<file path="src/logic/e1_pm_pkg.sv">
`default_nettype none
package e1_pm_pkg;

  // ----------------------------------------------------------------
  // register offsets
  // ----------------------------------------------------------------
  localparam logic [4:0] OFS_OVERFLOW_LATCH  = 5'h16;
  localparam logic [4:0] OFS_LOST_SYNC_COUNT = 5'h17;
  localparam logic [4:0] OFS_ALIGN_BIT_COUNT = 5'h18;
  localparam logic [4:0] OFS_RAI_CRC_FLAGS   = 5'h19;
  localparam logic [4:0] OFS_ERR_ALIGN_COUNT = 5'h1a;
  localparam logic [4:0] OFS_ALARM_LATCH     = 5'h1b;
  localparam logic [4:0] OFS_VIOLATION_HIGH  = 5'h1c;
  localparam logic [4:0] OFS_VIOLATION_LOW   = 5'h1d;
  localparam logic [4:0] OFS_CRC4_HIGH       = 5'h1e;
  localparam logic [4:0] OFS_CRC4_LOW        = 5'h1f;

  // ----------------------------------------------------------------
  // field positions
  // ----------------------------------------------------------------
  localparam int BIT_REMOTE_ALARM    = 7;
  localparam int BIT_ALL_ONES_ALARM  = 6;
  localparam int BIT_SLOT16_ALARM    = 5;
  localparam int BIT_SIGNAL_LOST     = 4;
  localparam int BIT_AUX_PATTERN     = 3;
  localparam int BIT_MULTIFRAME      = 2;
  localparam int BIT_RECEIVE_SLIP    = 1;
  localparam int BIT_OVF_SYNC_LOSS   = 4;
  localparam int BIT_OVF_ALIGN_ERR   = 3;
  localparam int BIT_OVF_ERR_ALIGN   = 2;
  localparam int BIT_OVF_VIOLATION   = 1;
  localparam int BIT_OVF_CRC4        = 0;
  localparam int BIT_LONG_WINDOW     = 1;
  localparam int BIT_SUSTAINED       = 0;

  // ----------------------------------------------------------------
  // counter widths and reset values
  // ----------------------------------------------------------------
  localparam int SYNC_LOSS_WIDTH     = 8;
  localparam int ALIGN_ERR_WIDTH     = 8;
  localparam int ERR_ALIGN_WIDTH     = 8;
  localparam int VIOLATION_WIDTH     = 16;
  localparam int CRC4_WIDTH          = 10;
  localparam logic [7:0] RESET_BYTE  = 8'h00;

  // ----------------------------------------------------------------
  // timing
  // ----------------------------------------------------------------
  localparam int CLOCK_HZ            = 25000000;
  localparam int CLOCK_KHZ           = CLOCK_HZ / 1000;
  localparam int RAI_SHORT_MS        = 10;
  localparam int RAI_LONG_MS         = 450;
  localparam int RAI_SHORT_CYCLES    = RAI_SHORT_MS * CLOCK_KHZ;
  localparam int RAI_LONG_CYCLES     = RAI_LONG_MS * CLOCK_KHZ;

endpackage
`default_nettype wire

</file>
<file path="src/logic/count_link.sv">
`timescale 1ns/10ps
`default_nettype none
// counter request and value, between the monitor and one counter
interface count_link #(parameter int WIDTH = 8);
  logic             step;
  logic [3:0]       amount;
  logic             clear;
  logic [WIDTH-1:0] value;
  logic             wrapped;

  modport counter (input step, input amount, input clear,
                   output value, output wrapped);
  modport user    (output step, output amount, output clear,
                   input value, input wrapped);
endinterface
`default_nettype wire

</file>
<file path="src/logic/event_counter.sv">
`timescale 1ns/10ps
`default_nettype none
module event_counter #(
  parameter int WIDTH = 8
) (
  input  wire logic    clock_in,
  input  wire logic    resetn_in,
  count_link.counter   link
);

  logic [WIDTH-1:0] value_reg;
  logic [WIDTH-1:0] value_next;
  logic [WIDTH:0]   sum;

  // ----------------------------------------------------------------
  // elaboration check
  // ----------------------------------------------------------------
  if (WIDTH < 4 || WIDTH > 24)
  begin : g_bad_width
    $error("event_counter width out of range");
  end

  // ----------------------------------------------------------------
  // next value
  // ----------------------------------------------------------------
  // wraps past the top value, keeping the low bits of the sum
  always_comb
  begin
    sum = {1'b0, value_reg} + {{(WIDTH-3){1'b0}}, link.amount};
    value_next = value_reg;
    if (link.clear)
    begin
      value_next = link.step ? {{(WIDTH-4){1'b0}}, link.amount}
                             : {WIDTH{1'b0}};
    end
    else if (link.step)
    begin
      value_next = sum[WIDTH-1:0];
    end
  end

  // overflow pulse in the cycle of the wrap
  assign link.wrapped = link.step && !link.clear && sum[WIDTH];
  assign link.value   = value_reg;

  always_ff @(posedge clock_in or negedge resetn_in)
  begin
    if (!resetn_in)
      value_reg <= {WIDTH{1'b0}};
    else
      value_reg <= value_next;
  end

  a_count_wrap_zero: assert property (
    @(posedge clock_in) disable iff (!resetn_in)
    (link.step && !link.clear && link.amount == 4'h1
     && value_reg == {WIDTH{1'b1}})
    |-> link.wrapped ##1 value_reg == {WIDTH{1'b0}})
    else $error("counter did not wrap to zero with overflow");

endmodule
`default_nettype wire

</file>
<file path="src/logic/rai_crc_timer.sv">
`timescale 1ns/10ps
`default_nettype none
module rai_crc_timer #(
  parameter int SHORT_CYCLES = 250000,
  parameter int LONG_CYCLES  = 11250000
) (
  input  wire logic clock_in,
  input  wire logic resetn_in,
  input  wire logic condition_in,
  input  wire logic read_clear_in,
  output logic      sustained_out,
  output logic      long_window_out
);

  localparam int CW = $clog2(LONG_CYCLES + 2);
  localparam logic [CW-1:0] SHORT_C = CW'(SHORT_CYCLES);
  localparam logic [CW-1:0] LONG_C  = CW'(LONG_CYCLES);

  logic [CW-1:0] run_reg;
  logic [CW-1:0] run_next;
  logic          sustained_reg;
  logic          sustained_next;
  logic          long_reg;
  logic          long_next;
  logic          run_ended;

  // ----------------------------------------------------------------
  // elaboration check
  // ----------------------------------------------------------------
  if (SHORT_CYCLES < 1 || LONG_CYCLES <= SHORT_CYCLES)
  begin : g_bad_times
    $error("rai_crc_timer needs 1 <= short < long");
  end

  // ----------------------------------------------------------------
  // run length and flags
  // ----------------------------------------------------------------
  // run counter saturates just past the long limit
  always_comb
  begin
    run_ended = !condition_in && run_reg > SHORT_C && run_reg < LONG_C;
    run_next = run_reg;
    if (!condition_in)
      run_next = '0;
    else if (run_reg <= LONG_C)
      run_next = run_reg + CW'(1);
    sustained_next = condition_in && run_reg >= SHORT_C;
    // set wins over the read clear
    long_next = run_ended || (long_reg && !read_clear_in);
  end

  always_ff @(posedge clock_in or negedge resetn_in)
  begin
    if (!resetn_in)
    begin
      run_reg       <= '0;
      sustained_reg <= 1'b0;
      long_reg      <= 1'b0;
    end
    else
    begin
      run_reg       <= run_next;
      sustained_reg <= sustained_next;
      long_reg      <= long_next;
    end
  end

  assign sustained_out   = sustained_reg;
  assign long_window_out = long_reg;

  a_sustain_drops: assert property (
    @(posedge clock_in) disable iff (!resetn_in)
    !condition_in |=> !sustained_out)
    else $error("sustained flag high after condition broke");

  a_long_window_set: assert property (
    @(posedge clock_in) disable iff (!resetn_in)
    (!condition_in && run_reg > SHORT_C && run_reg < LONG_C)
    |=> long_window_out)
    else $error("long window flag not set at end of run");

endmodule
`default_nettype wire

</file>
<file path="src/logic/e1_receive_performance_monitor.sv">
// Functional notes
// - count lost-sync frame periods, eight bits
// - clear that count on sync to loss
// - count total bit errors in alignment words
// - flag runs between 10 and 450 ms
// - status high while run exceeds 10 ms
// - count alignment words with any error
// - latch remote alarm, clear on read
// - latch all-ones alarm, clear on read
// - latch slot 16 all-ones, clear on read
// - latch loss of signal, clear on read
// - latch auxiliary pattern, clear on read
// - latch multiframe alarm, clear on read
// - latch elastic buffer slip, clear on read
// - sixteen-bit violation count, high then low byte
// - ten-bit crc-4 count over two bytes
// - overflow latch per counter, clear on read
`timescale 1ns/10ps
`default_nettype none
module e1_receive_performance_monitor
  import e1_pm_pkg::*;
#(
  parameter int RAI_SHORT = RAI_SHORT_CYCLES,
  parameter int RAI_LONG  = RAI_LONG_CYCLES
) (
  input  wire logic       clock_in,
  input  wire logic       resetn_in,
  input  wire logic       frame_tick_in,
  input  wire logic       sync_lost_in,
  input  wire logic       fas_checked_in,
  input  wire logic [3:0] fas_error_bits_in,
  input  wire logic       violation_in,
  input  wire logic       crc4_error_in,
  input  wire logic       a_bit_high_in,
  input  wire logic       e_bit_low_in,
  input  wire logic       remote_alarm_in,
  input  wire logic       all_ones_alarm_in,
  input  wire logic       slot16_all_ones_alarm_in,
  input  wire logic       signal_lost_in,
  input  wire logic       auxiliary_pattern_alarm_in,
  input  wire logic       multiframe_alarm_flag_in,
  input  wire logic       receive_slip_flag_in,
  input  wire logic [4:0] addr_in,
  input  wire logic       read_in,
  output logic [7:0]      read_data_out,
  output logic            read_valid_out
);

  // ----------------------------------------------------------------
  // local state
  // ----------------------------------------------------------------
  logic       sync_prev_reg;
  logic       sync_prev_next;
  logic [7:0] alarm_reg;
  logic [7:0] alarm_next;
  logic [7:0] alarm_set;
  logic [7:0] overflow_reg;
  logic [7:0] overflow_next;
  logic [7:0] overflow_set;
  logic [7:0] read_data_reg;
  logic [7:0] read_data_next;
  logic       read_valid_reg;
  logic       read_valid_next;
  logic       sustained_flag;
  logic       long_window_flag;
  logic       rai_crc_read;

  // decode of a read at one offset
  function automatic logic read_hit(input logic       rd,
                                    input logic [4:0] a,
                                    input logic [4:0] offset);
    return rd && (a == offset);
  endfunction

  // ----------------------------------------------------------------
  // counters
  // ----------------------------------------------------------------
  count_link #(.WIDTH(SYNC_LOSS_WIDTH)) sync_loss_link ();
  count_link #(.WIDTH(ALIGN_ERR_WIDTH)) align_err_link ();
  count_link #(.WIDTH(ERR_ALIGN_WIDTH)) err_align_link ();
  count_link #(.WIDTH(VIOLATION_WIDTH)) violation_link ();
  count_link #(.WIDTH(CRC4_WIDTH))      crc4_link ();

  // one step per frame period without alignment
  assign sync_loss_link.step   = frame_tick_in && sync_lost_in;
  assign sync_loss_link.amount = 4'h1;
  // restart on entering the lost state
  assign sync_loss_link.clear  = sync_lost_in && !sync_prev_reg;

  // errored bits of each checked alignment word
  assign align_err_link.step   = fas_checked_in;
  assign align_err_link.amount = fas_error_bits_in;
  assign align_err_link.clear  = 1'b0;

  // one per errored word, whatever the bit count
  assign err_align_link.step   = fas_checked_in
                                 && fas_error_bits_in != 4'h0;
  assign err_align_link.amount = 4'h1;
  assign err_align_link.clear  = 1'b0;

  // violation and crc-4 events
  assign violation_link.step   = violation_in;
  assign violation_link.amount = 4'h1;
  assign violation_link.clear  = 1'b0;
  assign crc4_link.step        = crc4_error_in;
  assign crc4_link.amount      = 4'h1;
  assign crc4_link.clear       = 1'b0;

  event_counter #(.WIDTH(SYNC_LOSS_WIDTH)) u_sync_loss_count (
    .clock_in  (clock_in),
    .resetn_in (resetn_in),
    .link      (sync_loss_link.counter)
  );

  event_counter #(.WIDTH(ALIGN_ERR_WIDTH)) u_align_err_count (
    .clock_in  (clock_in),
    .resetn_in (resetn_in),
    .link      (align_err_link.counter)
  );

  event_counter #(.WIDTH(ERR_ALIGN_WIDTH)) u_err_align_count (
    .clock_in  (clock_in),
    .resetn_in (resetn_in),
    .link      (err_align_link.counter)
  );

  event_counter #(.WIDTH(VIOLATION_WIDTH)) u_violation_count (
    .clock_in  (clock_in),
    .resetn_in (resetn_in),
    .link      (violation_link.counter)
  );

  event_counter #(.WIDTH(CRC4_WIDTH)) u_crc4_count (
    .clock_in  (clock_in),
    .resetn_in (resetn_in),
    .link      (crc4_link.counter)
  );

  // ----------------------------------------------------------------
  // remote alarm with crc error timing
  // ----------------------------------------------------------------
  assign rai_crc_read = read_hit(read_in, addr_in, OFS_RAI_CRC_FLAGS);

  rai_crc_timer #(
    .SHORT_CYCLES (RAI_SHORT),
    .LONG_CYCLES  (RAI_LONG)
  ) u_rai_crc_timer (
    .clock_in        (clock_in),
    .resetn_in       (resetn_in),
    .condition_in    (a_bit_high_in && e_bit_low_in),
    .read_clear_in   (rai_crc_read),
    .sustained_out   (sustained_flag),
    .long_window_out (long_window_flag)
  );

  // ----------------------------------------------------------------
  // latches and read port
  // ----------------------------------------------------------------
  // event sources of each latch
  always_comb
  begin
    alarm_set = 8'h00;
    alarm_set[BIT_REMOTE_ALARM]   = remote_alarm_in;
    alarm_set[BIT_ALL_ONES_ALARM] = all_ones_alarm_in;
    alarm_set[BIT_SLOT16_ALARM]   = slot16_all_ones_alarm_in;
    alarm_set[BIT_SIGNAL_LOST]    = signal_lost_in;
    alarm_set[BIT_AUX_PATTERN]    = auxiliary_pattern_alarm_in;
    alarm_set[BIT_MULTIFRAME]     = multiframe_alarm_flag_in;
    alarm_set[BIT_RECEIVE_SLIP]   = receive_slip_flag_in;
    overflow_set = 8'h00;
    overflow_set[BIT_OVF_SYNC_LOSS] = sync_loss_link.wrapped;
    overflow_set[BIT_OVF_ALIGN_ERR] = align_err_link.wrapped;
    overflow_set[BIT_OVF_ERR_ALIGN] = err_align_link.wrapped;
    overflow_set[BIT_OVF_VIOLATION] = violation_link.wrapped;
    overflow_set[BIT_OVF_CRC4]      = crc4_link.wrapped;
  end

  // next state, a set in the clearing cycle wins
  always_comb
  begin
    sync_prev_next = sync_lost_in;
    alarm_next     = alarm_set;
    overflow_next  = overflow_set;
    if (!read_hit(read_in, addr_in, OFS_ALARM_LATCH))
      alarm_next = alarm_reg | alarm_set;
    if (!read_hit(read_in, addr_in, OFS_OVERFLOW_LATCH))
      overflow_next = overflow_reg | overflow_set;
    read_valid_next = read_in;
    read_data_next  = read_data_reg;
    if (read_in)
    begin
      unique case (addr_in)
        OFS_OVERFLOW_LATCH:  read_data_next = overflow_reg;
        OFS_LOST_SYNC_COUNT: read_data_next = sync_loss_link.value;
        OFS_ALIGN_BIT_COUNT: read_data_next = align_err_link.value;
        OFS_RAI_CRC_FLAGS:   read_data_next = {6'h00, long_window_flag,
                                               sustained_flag};
        OFS_ERR_ALIGN_COUNT: read_data_next = err_align_link.value;
        OFS_ALARM_LATCH:     read_data_next = {alarm_reg[7:1],
                                               1'b0};
        OFS_VIOLATION_HIGH:  read_data_next =
                               violation_link.value[15:8];
        OFS_VIOLATION_LOW:   read_data_next =
                               violation_link.value[7:0];
        OFS_CRC4_HIGH:       read_data_next = {6'h00,
                               crc4_link.value[9:8]};
        OFS_CRC4_LOW:        read_data_next =
                               crc4_link.value[7:0];
        default:             read_data_next = RESET_BYTE;
      endcase
    end
  end

  always_ff @(posedge clock_in or negedge resetn_in)
  begin
    if (!resetn_in)
    begin
      sync_prev_reg  <= 1'b0;
      alarm_reg      <= RESET_BYTE;
      overflow_reg   <= RESET_BYTE;
      read_data_reg  <= RESET_BYTE;
      read_valid_reg <= 1'b0;
    end
    else
    begin
      sync_prev_reg  <= sync_prev_next;
      alarm_reg      <= alarm_next;
      overflow_reg   <= overflow_next;
      read_data_reg  <= read_data_next;
      read_valid_reg <= read_valid_next;
    end
  end

  assign read_data_out  = read_data_reg;
  assign read_valid_out = read_valid_reg;

  // ----------------------------------------------------------------
  // checks
  // ----------------------------------------------------------------
  a_sync_loss_step: assert property (
    @(posedge clock_in) disable iff (!resetn_in)
    (frame_tick_in && sync_lost_in && sync_prev_reg
     && sync_loss_link.value != 8'hff)
    |=> sync_loss_link.value == $past(sync_loss_link.value) + 8'h01)
    else $error("lost sync count did not step per frame");

  a_sync_loss_clear: assert property (
    @(posedge clock_in) disable iff (!resetn_in)
    (sync_lost_in && !sync_prev_reg && !frame_tick_in)
    |=> sync_loss_link.value == 8'h00)
    else $error("lost sync count not cleared on entry");

  a_align_bit_total: assert property (
    @(posedge clock_in) disable iff (!resetn_in)
    (fas_checked_in && align_err_link.value <= 8'hf0)
    |=> align_err_link.value
        == $past(align_err_link.value) + {4'h0, $past(fas_error_bits_in)})
    else $error("alignment bit total wrong");

  a_errored_word_once: assert property (
    @(posedge clock_in) disable iff (!resetn_in)
    (fas_checked_in && fas_error_bits_in != 4'h0
     && err_align_link.value != 8'hff)
    |=> err_align_link.value == $past(err_align_link.value) + 8'h01)
    else $error("errored word not counted exactly once");

  a_remote_alarm_latch: assert property (
    @(posedge clock_in) disable iff (!resetn_in)
    remote_alarm_in |=> alarm_reg[BIT_REMOTE_ALARM])
    else $error("remote alarm not latched");

  a_alarm_read_clear: assert property (
    @(posedge clock_in) disable iff (!resetn_in)
    (read_in && addr_in == OFS_ALARM_LATCH && alarm_set == 8'h00)
    |=> alarm_reg == 8'h00 && read_data_out == $past(alarm_reg))
    else $error("alarm latch not cleared by read");

  a_unused_zero: assert property (
    @(posedge clock_in) disable iff (!resetn_in)
    (read_in && (addr_in == OFS_RAI_CRC_FLAGS
                 || addr_in == OFS_CRC4_HIGH))
    |=> read_valid_out && read_data_out[7:2] == 6'h00)
    else $error("unused bits read non-zero");

  a_violation_overflow: assert property (
    @(posedge clock_in) disable iff (!resetn_in)
    violation_link.wrapped
    |=> overflow_reg[BIT_OVF_VIOLATION] && violation_link.value == 16'h0000)
    else $error("violation overflow not latched");

  a_overflow_read_clear: assert property (
    @(posedge clock_in) disable iff (!resetn_in)
    (read_in && addr_in == OFS_OVERFLOW_LATCH && overflow_set == 8'h00)
    |=> overflow_reg == 8'h00 && read_data_out == $past(overflow_reg))
    else $error("overflow latch not cleared by read");

  a_slip_latch: assert property (
    @(posedge clock_in) disable iff (!resetn_in)
    receive_slip_flag_in |=> alarm_reg[BIT_RECEIVE_SLIP])
    else $error("receive slip not latched");

  a_alarm_bit_zero: assert property (
    @(posedge clock_in) disable iff (!resetn_in)
    (read_in && addr_in == OFS_ALARM_LATCH)
    |=> read_valid_out && !read_data_out[0])
    else $error("unused alarm latch bit read non-zero");

endmodule
`default_nettype wire

</file>
<file path="config.mk">
export PLATFORM = sky130hd
export DESIGN_NAME = e1_receive_performance_monitor
export DESIGN_NICKNAME = d
export VERILOG_FILES = /design/src/logic/e1_pm_pkg.sv /design/src/logic/count_link.sv /design/src/logic/event_counter.sv /design/src/logic/rai_crc_timer.sv /design/src/logic/e1_receive_performance_monitor.sv
export SDC_FILE = /design/constraint.sdc
export NUM_CORES = 1
export LEC_CHECK = 0
export ABC_CLOCK_PERIOD_IN_PS = 5530
export BUFFER_PORTS_ARGS = -buffer_cell sky130_fd_sc_hd__buf_2
export CAP_MARGIN = 20
export CORE_MARGIN = 1.5
export CORE_UTILIZATION = 25
export CTS_CLUSTER_SIZE = 28
export DETAILED_ROUTE_END_ITERATION = 8
export PLACE_DENSITY = 0.46
export SYNTH_ARGS = -nofsm -noshare
export SYNTH_HDL_FRONTEND = slang
export SYNTH_SLANG_ARGS = --single-unit
export TNS_END_PERCENT = 1
</file>
<file path="constraint.sdc">
create_clock -name clock_in -period 5.53 [get_ports clock_in]
set_input_delay 1.106 -clock clock_in [delete_from_list [all_inputs] [get_ports clock_in]]
set_output_delay 1.106 -clock clock_in [all_outputs]
set_load 0.1 [all_outputs]
</file>
==> results of run 1 <==
==> area by class of cell <==
type	instances	area (sq um)	share of cell area, %
multi-input combinational	387	2580	43.9
sequential	98	2450	41.7
tap	270	338	5.75
clock buffer	11	233	3.96
timing repair buffer	37	193	3.28
clock inverter	3	42.5	0.724
inverter	10	37.5	0.639
==> synthesized netlist by cell type (all sizes together), types with 2 or more instances <==
master	count
a32oi	2
nor2	20
nand3b	2
xor2	16
nand2b	12
a22o	9
xnor2	23
a211oi	3
nand4	24
a222oi	7
a22oi	15
nor4	5
nor2b	6
nor3b	2
nand3	31
a21o	9
mux2	8
or4	5
and3	12
nand2	54
a2111o	3
and2	7
a32o	5
ha	10
buf	4
mux2i	15
inv	10
o211ai	3
clkbuf	13
nor3	11
o31ai	3
o21ai	18
or3	7
a21oi	24
dfrtp	98
==> worst reg2reg max path: stages (launching register included) <==
cell,delay (ns)
dfrtp_1,0.47
or4_1,0.59
or4_1,0.56
mux2_4,0.38
a2111o_1,0.42
a21oi_1,0.14
==> worst paths after layout <==
kind / start / end / slack [ns] / cells after the start
worst max-delay path: u_rai_crc_timer.run_reg[14] / u_rai_crc_timer.run_reg[19] / 2.90 / 5
worst min-delay path: alarm_reg[1] / alarm_reg[1] / 0.49 / 1
worst max register to register: u_rai_crc_timer.run_reg[14] / u_rai_crc_timer.run_reg[19] / 2.90 / 5
worst min register to register: alarm_reg[1] / alarm_reg[1] / 0.49 / 1
max in group asynchronous: resetn_in / u_err_align_count.link.value[0] / 3.66 / 2
min in group asynchronous: resetn_in / u_align_err_count.link.value[2] / 0.90 / 1
==> routing by layer <==
metal,vias to the layer above,share of wire [%],track usage [%]
li1,1966,-,-
met1,2024,45,17.2
met2,103,50,23.0
met3,10,4.5,3.00
met4,0,0.86,3.48
met5,-,0,0
==> power groups by stage <==
| stage | Combinational [mW] | Clock [mW] | Sequential, mW |
|---|---|---|---|
| floorplan | 0.233 | 0 | 0.970 |
| global placement | 0.316 | 0 | 1.02 |
| detailed placement | 0.327 | 0 | 1.02 |
| CTS | 0.329 | 0.640 | 1.01 |
| global route | 0.366 | 0.665 | 1.02 |
| finish | 0.323 | 0.617 | 1.00 |
==> kinds of logic after synthesis <==
family                     Yosys count  synth area share (%)
DFF                                 98                  47.7
AOI/OAI and AO/OA                  112                  15.6
xor gates and xnor gates            39                  6.65
muxes                               23                  4.75
adders and majority gates           11                  2.82
and+or+nand+nor                    202                  20.4
buffers and inverters               27                  2.02
==> stage by stage <==
step	power [mW]	cells	area [sq um]	util [%]
after floorplan	1.20	512	5140	-
after global placement	1.33	801	5600	27.8
after detailed placement	1.34	801	5600	27.8
after CTS	1.98	815	5870	29.1
after global routing	2.05	816	5880	29.1
final	1.94	816	5880	29.1
==> reports/metrics.cfg, run 1 <==
[power_and_ir_drop]
clkPwrFrac_pct=31.8
p_switching_mw=0.600
p_seq_share_pct=51.6
p_int_mw=1.34
p_sw_share_pct=30.9
combinationalPowerShare_pct=16.6
p_per_area_mw_per_mm2=330
ir_worst_vdd_uv=140
p_leak_nw=2.44

[worst_setup_path]
path_cells=or4_1, or4_1, mux2_4, a2111o_1, a21oi_1
worst-path-buf-inv=0
crit_path_max_fanout=15
critPathMostFrequentCell=or4_1
cp.required_ns=5.79
slowest_stage=or4_1
crit_family=simple AND/OR/NAND/NOR gates
critPathKind=reg -> reg
max_stage_delay_ns=0.59
start_kind=register
critPathArrivalTime_ns=2.90
end_kind=register

[synthesis]
syn_nets=549
synth_top_area_share_pct=47.7
synth-edff-count=0
synth.area.top_cells=dfrtp_1 48%, nand2_1 3.9%, xnor2_1 3.9%
syn_inst=512
syn_area_per_cell_sq_um=10.0
synth_largest_area_cell=dfrtp_1
yosys_most_used_dff=dfrtp_1
synth_cell_types=53
yosysSeqAreaShare_pct=47.7
synth_warnings=0
ys_seq_elements=98
netlist_area_sq_mm=0.00514
async_flop_share_pct=100

[placement]
preCtsSetupSlack_ns=2.67
hpwlAfterDp_um=10100
gp_congestion=0.814
io_buffers=34

[clock_tree]
numCtsBuffers=9
cts_max_level=3
cts_sinks=98
root_buffer=clkbuf_16
cts_hold_buf=0
clock_latency_ns=0.35
cts_tree=done
cts_setup_buffers=0
cts_resized=0
cts_max_path_buffers=2
path_clk_slew_ns=0.06

[sta]
tns_ns=0
finalHoldViolations=0
timing.final.crit_period_ns=2.63
fin_ws_ns=2.90
worst_pin_slew_ns=0.981
setup_violations=0
maxSlewHeadroom_pct=34.6
clock-skew-final_ns=0.00829
finalMaxSlewViolations=0
min_period_over_period_pct=47.6
max_clock_freq_mhz=380
rsz0062_at_grt=false
hold_ws_ns=0.493

[floorplanning]
core_sq_mm=0.0202
die_area_sq_mm=0.0214
rows=52
die_w_um=146
ios=35
start_util_pct=25.5
die_h_um=146

[finish]
mostFrequentLayoutCells=98 x dfrtp_1, 54 x nand2_1, 34 x buf_2
nFillCells=2151
layout-drive-gt1-share_pct=10.6
fin_nets=580
insertedDiodeCount=0
final_common_cell=dfrtp_1
largest_reg_flops=24
area_growth_pct=14.4

[flow_run]
maxCapViolCount=0

[global_routing]
grt_pass1_wl_um=22800
grt_max_degree=73
overflow=0
grt_antenna_before_repair=0
grt_pass1_vias=4124
grt_usage_pct=13.5

[routing]
drt-initial-drc-count=319
vias=4103
via_per_inst=5.03
drc=0
wl_per_cell_um=17.0
route.antenna.remaining_nets=0
drt-total-wl_um=13900
first_pass_iters=6

[worst_hold_path]
hold_class=reg -> reg

[run_status]
status=completed

Power figures use the tool's default switching activity.
==> run 2: changes to the inputs <==
- ABC_AREA: unset -> 1
- ABC_CLOCK_PERIOD_IN_PS: 5530 -> 2400
- PLACE_DENSITY: 0.46 -> 0.47
- clock period: 5.53 -> 2.4 ns (I/O delays scaled with it)
==> run 2 against run 1 <==
Compared with the run above:
- clock skew rose by 0.0012 ns
- synthesized area rose by 14%
- first-iteration DRC count fell by 9.4%
- sequential share of layout area fell by 5.3 points
- flip-flop and latch count did not move
==> reports/metrics.cfg, run 2 <==
[routing]
via_per_inst=4.34
first_pass_iters=5
wl_per_cell_um=13.3
route.antenna.remaining_nets=0
vias=5116
drt-initial-drc-count=289
drt-total-wl_um=15700
drc=0

[worst_setup_path]
end_kind=register
rr_endpoint=u_rai_crc_timer.run_reg[20]
critPathArrivalTime_ns=2.37
critPathMostFrequentCell=nand2_1
ff2ff_path_depth=10
start_kind=register
slowest_stage=nor2_4
critPathKind=reg -> reg
r2r_slack_ns=0.27
path_cells=inv_1, ha_1, nand2_1, nor2_1, nand4_1, nor2_2, nor2_4, nand2_4, nand2_1, nand2_1
rr_startpoint=u_rai_crc_timer.run_reg[0]
cp.required_ns=2.64
max_stage_delay_ns=0.51
startpoint=u_rai_crc_timer.run_reg[0]
crit_path_max_fanout=24

[placement]
io_buffers=34
hpwlAfterDp_um=11800
preCtsSetupSlack_ns=0.289
gp_congestion=0.834
placed_cells=1162
placed_area_sq_mm=0.00643

[power_and_ir_drop]
p_total_mw=4.83
p_per_area_mw_per_mm2=718
p_leak_nw=3.37
ir_worst_vdd_uv=329

[clock_tree]
cts_max_path_buffers=2
cts_tree=done
cts_hold_buf=0
path_clk_slew_ns=0.08
cts_resized=0
cts_setup_buffers=0
clock_latency_ns=0.35
numCtsBuffers=9
cts_sinks=98
cts_max_level=3
root_buffer=clkbuf_16

[synthesis]
synth_largest_area_cell=dfrtp_1
yosys_most_used_dff=dfrtp_1
synth.area.top_cells=dfrtp_1 42%, nand2_1 17%, nor2_1 7.1%
async_flop_share_pct=100
syn_nets=856
syn_inst=819
synth_cell_types=35
synth_common_cells=267 x nand2_1, 111 x nor2_1, 98 x dfrtp_1
ys_seq_elements=98
yosysSeqAreaShare_pct=42.0
syn_area_per_cell_sq_um=7.13
netlist_area_sq_mm=0.00584
synth_top_area_share_pct=42.0
yosysMostFrequentCell=nand2_1
synth-edff-count=0
synth_warnings=0

[floorplanning]
die_w_um=156
core_sq_mm=0.0228
rows=55
die_h_um=156
start_util_pct=25.6
ios=35
die_area_sq_mm=0.0243

[global_routing]
grt_pass1_wl_um=26000
grt_max_degree=46
grt_antenna_before_repair=0
grt_pass1_vias=4921
grt_usage_pct=13.7
overflow=0

[sta]
worst_pin_slew_ns=0.664
finalHoldViolations=0
min_period_over_period_pct=88.6
timing.final.crit_period_ns=2.13
tns_ns=0
max_clock_freq_mhz=470
setup_violations=0
maxSlewHeadroom_pct=55.7
rsz0062_at_grt=false
fin_ws_ns=0.273
clock-skew-final_ns=0.00951
finalMaxSlewViolations=0

[worst_hold_path]
hold_class=in -> async

[finish]
fin_nets=897
insertedDiodeCount=0
fin_area_sq_mm=0.00673
mostFrequentLayoutCells=267 x nand2_1, 111 x nor2_1, 98 x dfrtp_1
nFillCells=2506
multiInputGateArea_sq_mm=0.00293
final_common_cell=nand2_1
layout-drive-gt1-share_pct=9.48
stdcell_count=1178
area_growth_pct=15.1
final-seq-area_sq_mm=0.00245
largest_reg_flops=24

[run_status]
status=completed

[flow_run]
maxCapViolCount=0

==> run 2: final cells by class <==
cell class,instances,share of cell area (%)
multi-input cells,607,43.6
flip-flops and latches,98,36.5
well taps,313,5.82
inverters,100,5.58
repair buffers,44,4.06
clock buffers,10,3.40
clock inverters,6,1.06
==> run 2: per-stage QoR <==
stage / hold WS (ns) / utilization [%]
2_1_floorplan: 0.184 / -
3_3_place_gp: 0.459 / 28.2
3_5_place_dp: 0.463 / 28.2
4_1_cts: 0.163 / 29.5
5_1_grt: 0.182 / 29.5
6_report: 0.147 / 29.5
==> run 2: cells by family (layout without fill, tap and decap cells) <==
kind of cell	after synthesis	after routing	synth area share [%]
XOR/XNOR	41	41	6.15
flip-flops	98	98	42.0
buffers and inverters	114	160	7.80
AO/OA/AOI/OAI	57	57	5.48
adder cells (fa/ha/maj)	11	11	2.48
AND/OR/NAND/NOR	495	495	35.5
multiplexers	3	3	0.578
==> run 2: critical path, delay by kind of cell (launching register included) <==
family	cells	cell delay, ns
adders and majority gates	1	0.19
buffers and inverters	1	0.07
DFF	1	0.44
and+or+nand+nor	8	1.30
==> run 2: power by group <==
part / internal (mW) / switching (mW) / total [mW]
Sequential: 1.95 / 0.342 / 2.30
Clock: 0.821 / 0.694 / 1.52
Combinational: 0.378 / 0.639 / 1.02
Total: 3.15 / 1.68 / 4.83
==> run 2: worst max-delay path by stage <==
stage	end	cells past startpoint
2_1_floorplan	u_align_err_count.link.value[4]	7
3_3_place_gp	u_rai_crc_timer.run_reg[20]	10
3_5_place_dp	u_rai_crc_timer.run_reg[19]	10
4_1_cts	u_rai_crc_timer.run_reg[21]	10
5_1_grt	u_rai_crc_timer.run_reg[20]	10
6_report	u_rai_crc_timer.run_reg[20]	10
==> run 2: layer usage <==
metal	routed length (um)	share of wire (%)	GRT usage, %	vias to the layer above
li1	-	-	-	2658
met1	7560	48	18.0	2352
met2	7430	47	22.9	91
met3	539	3.4	3.00	15
met4	165	1.1	3.31	0
met5	0	0	0	-
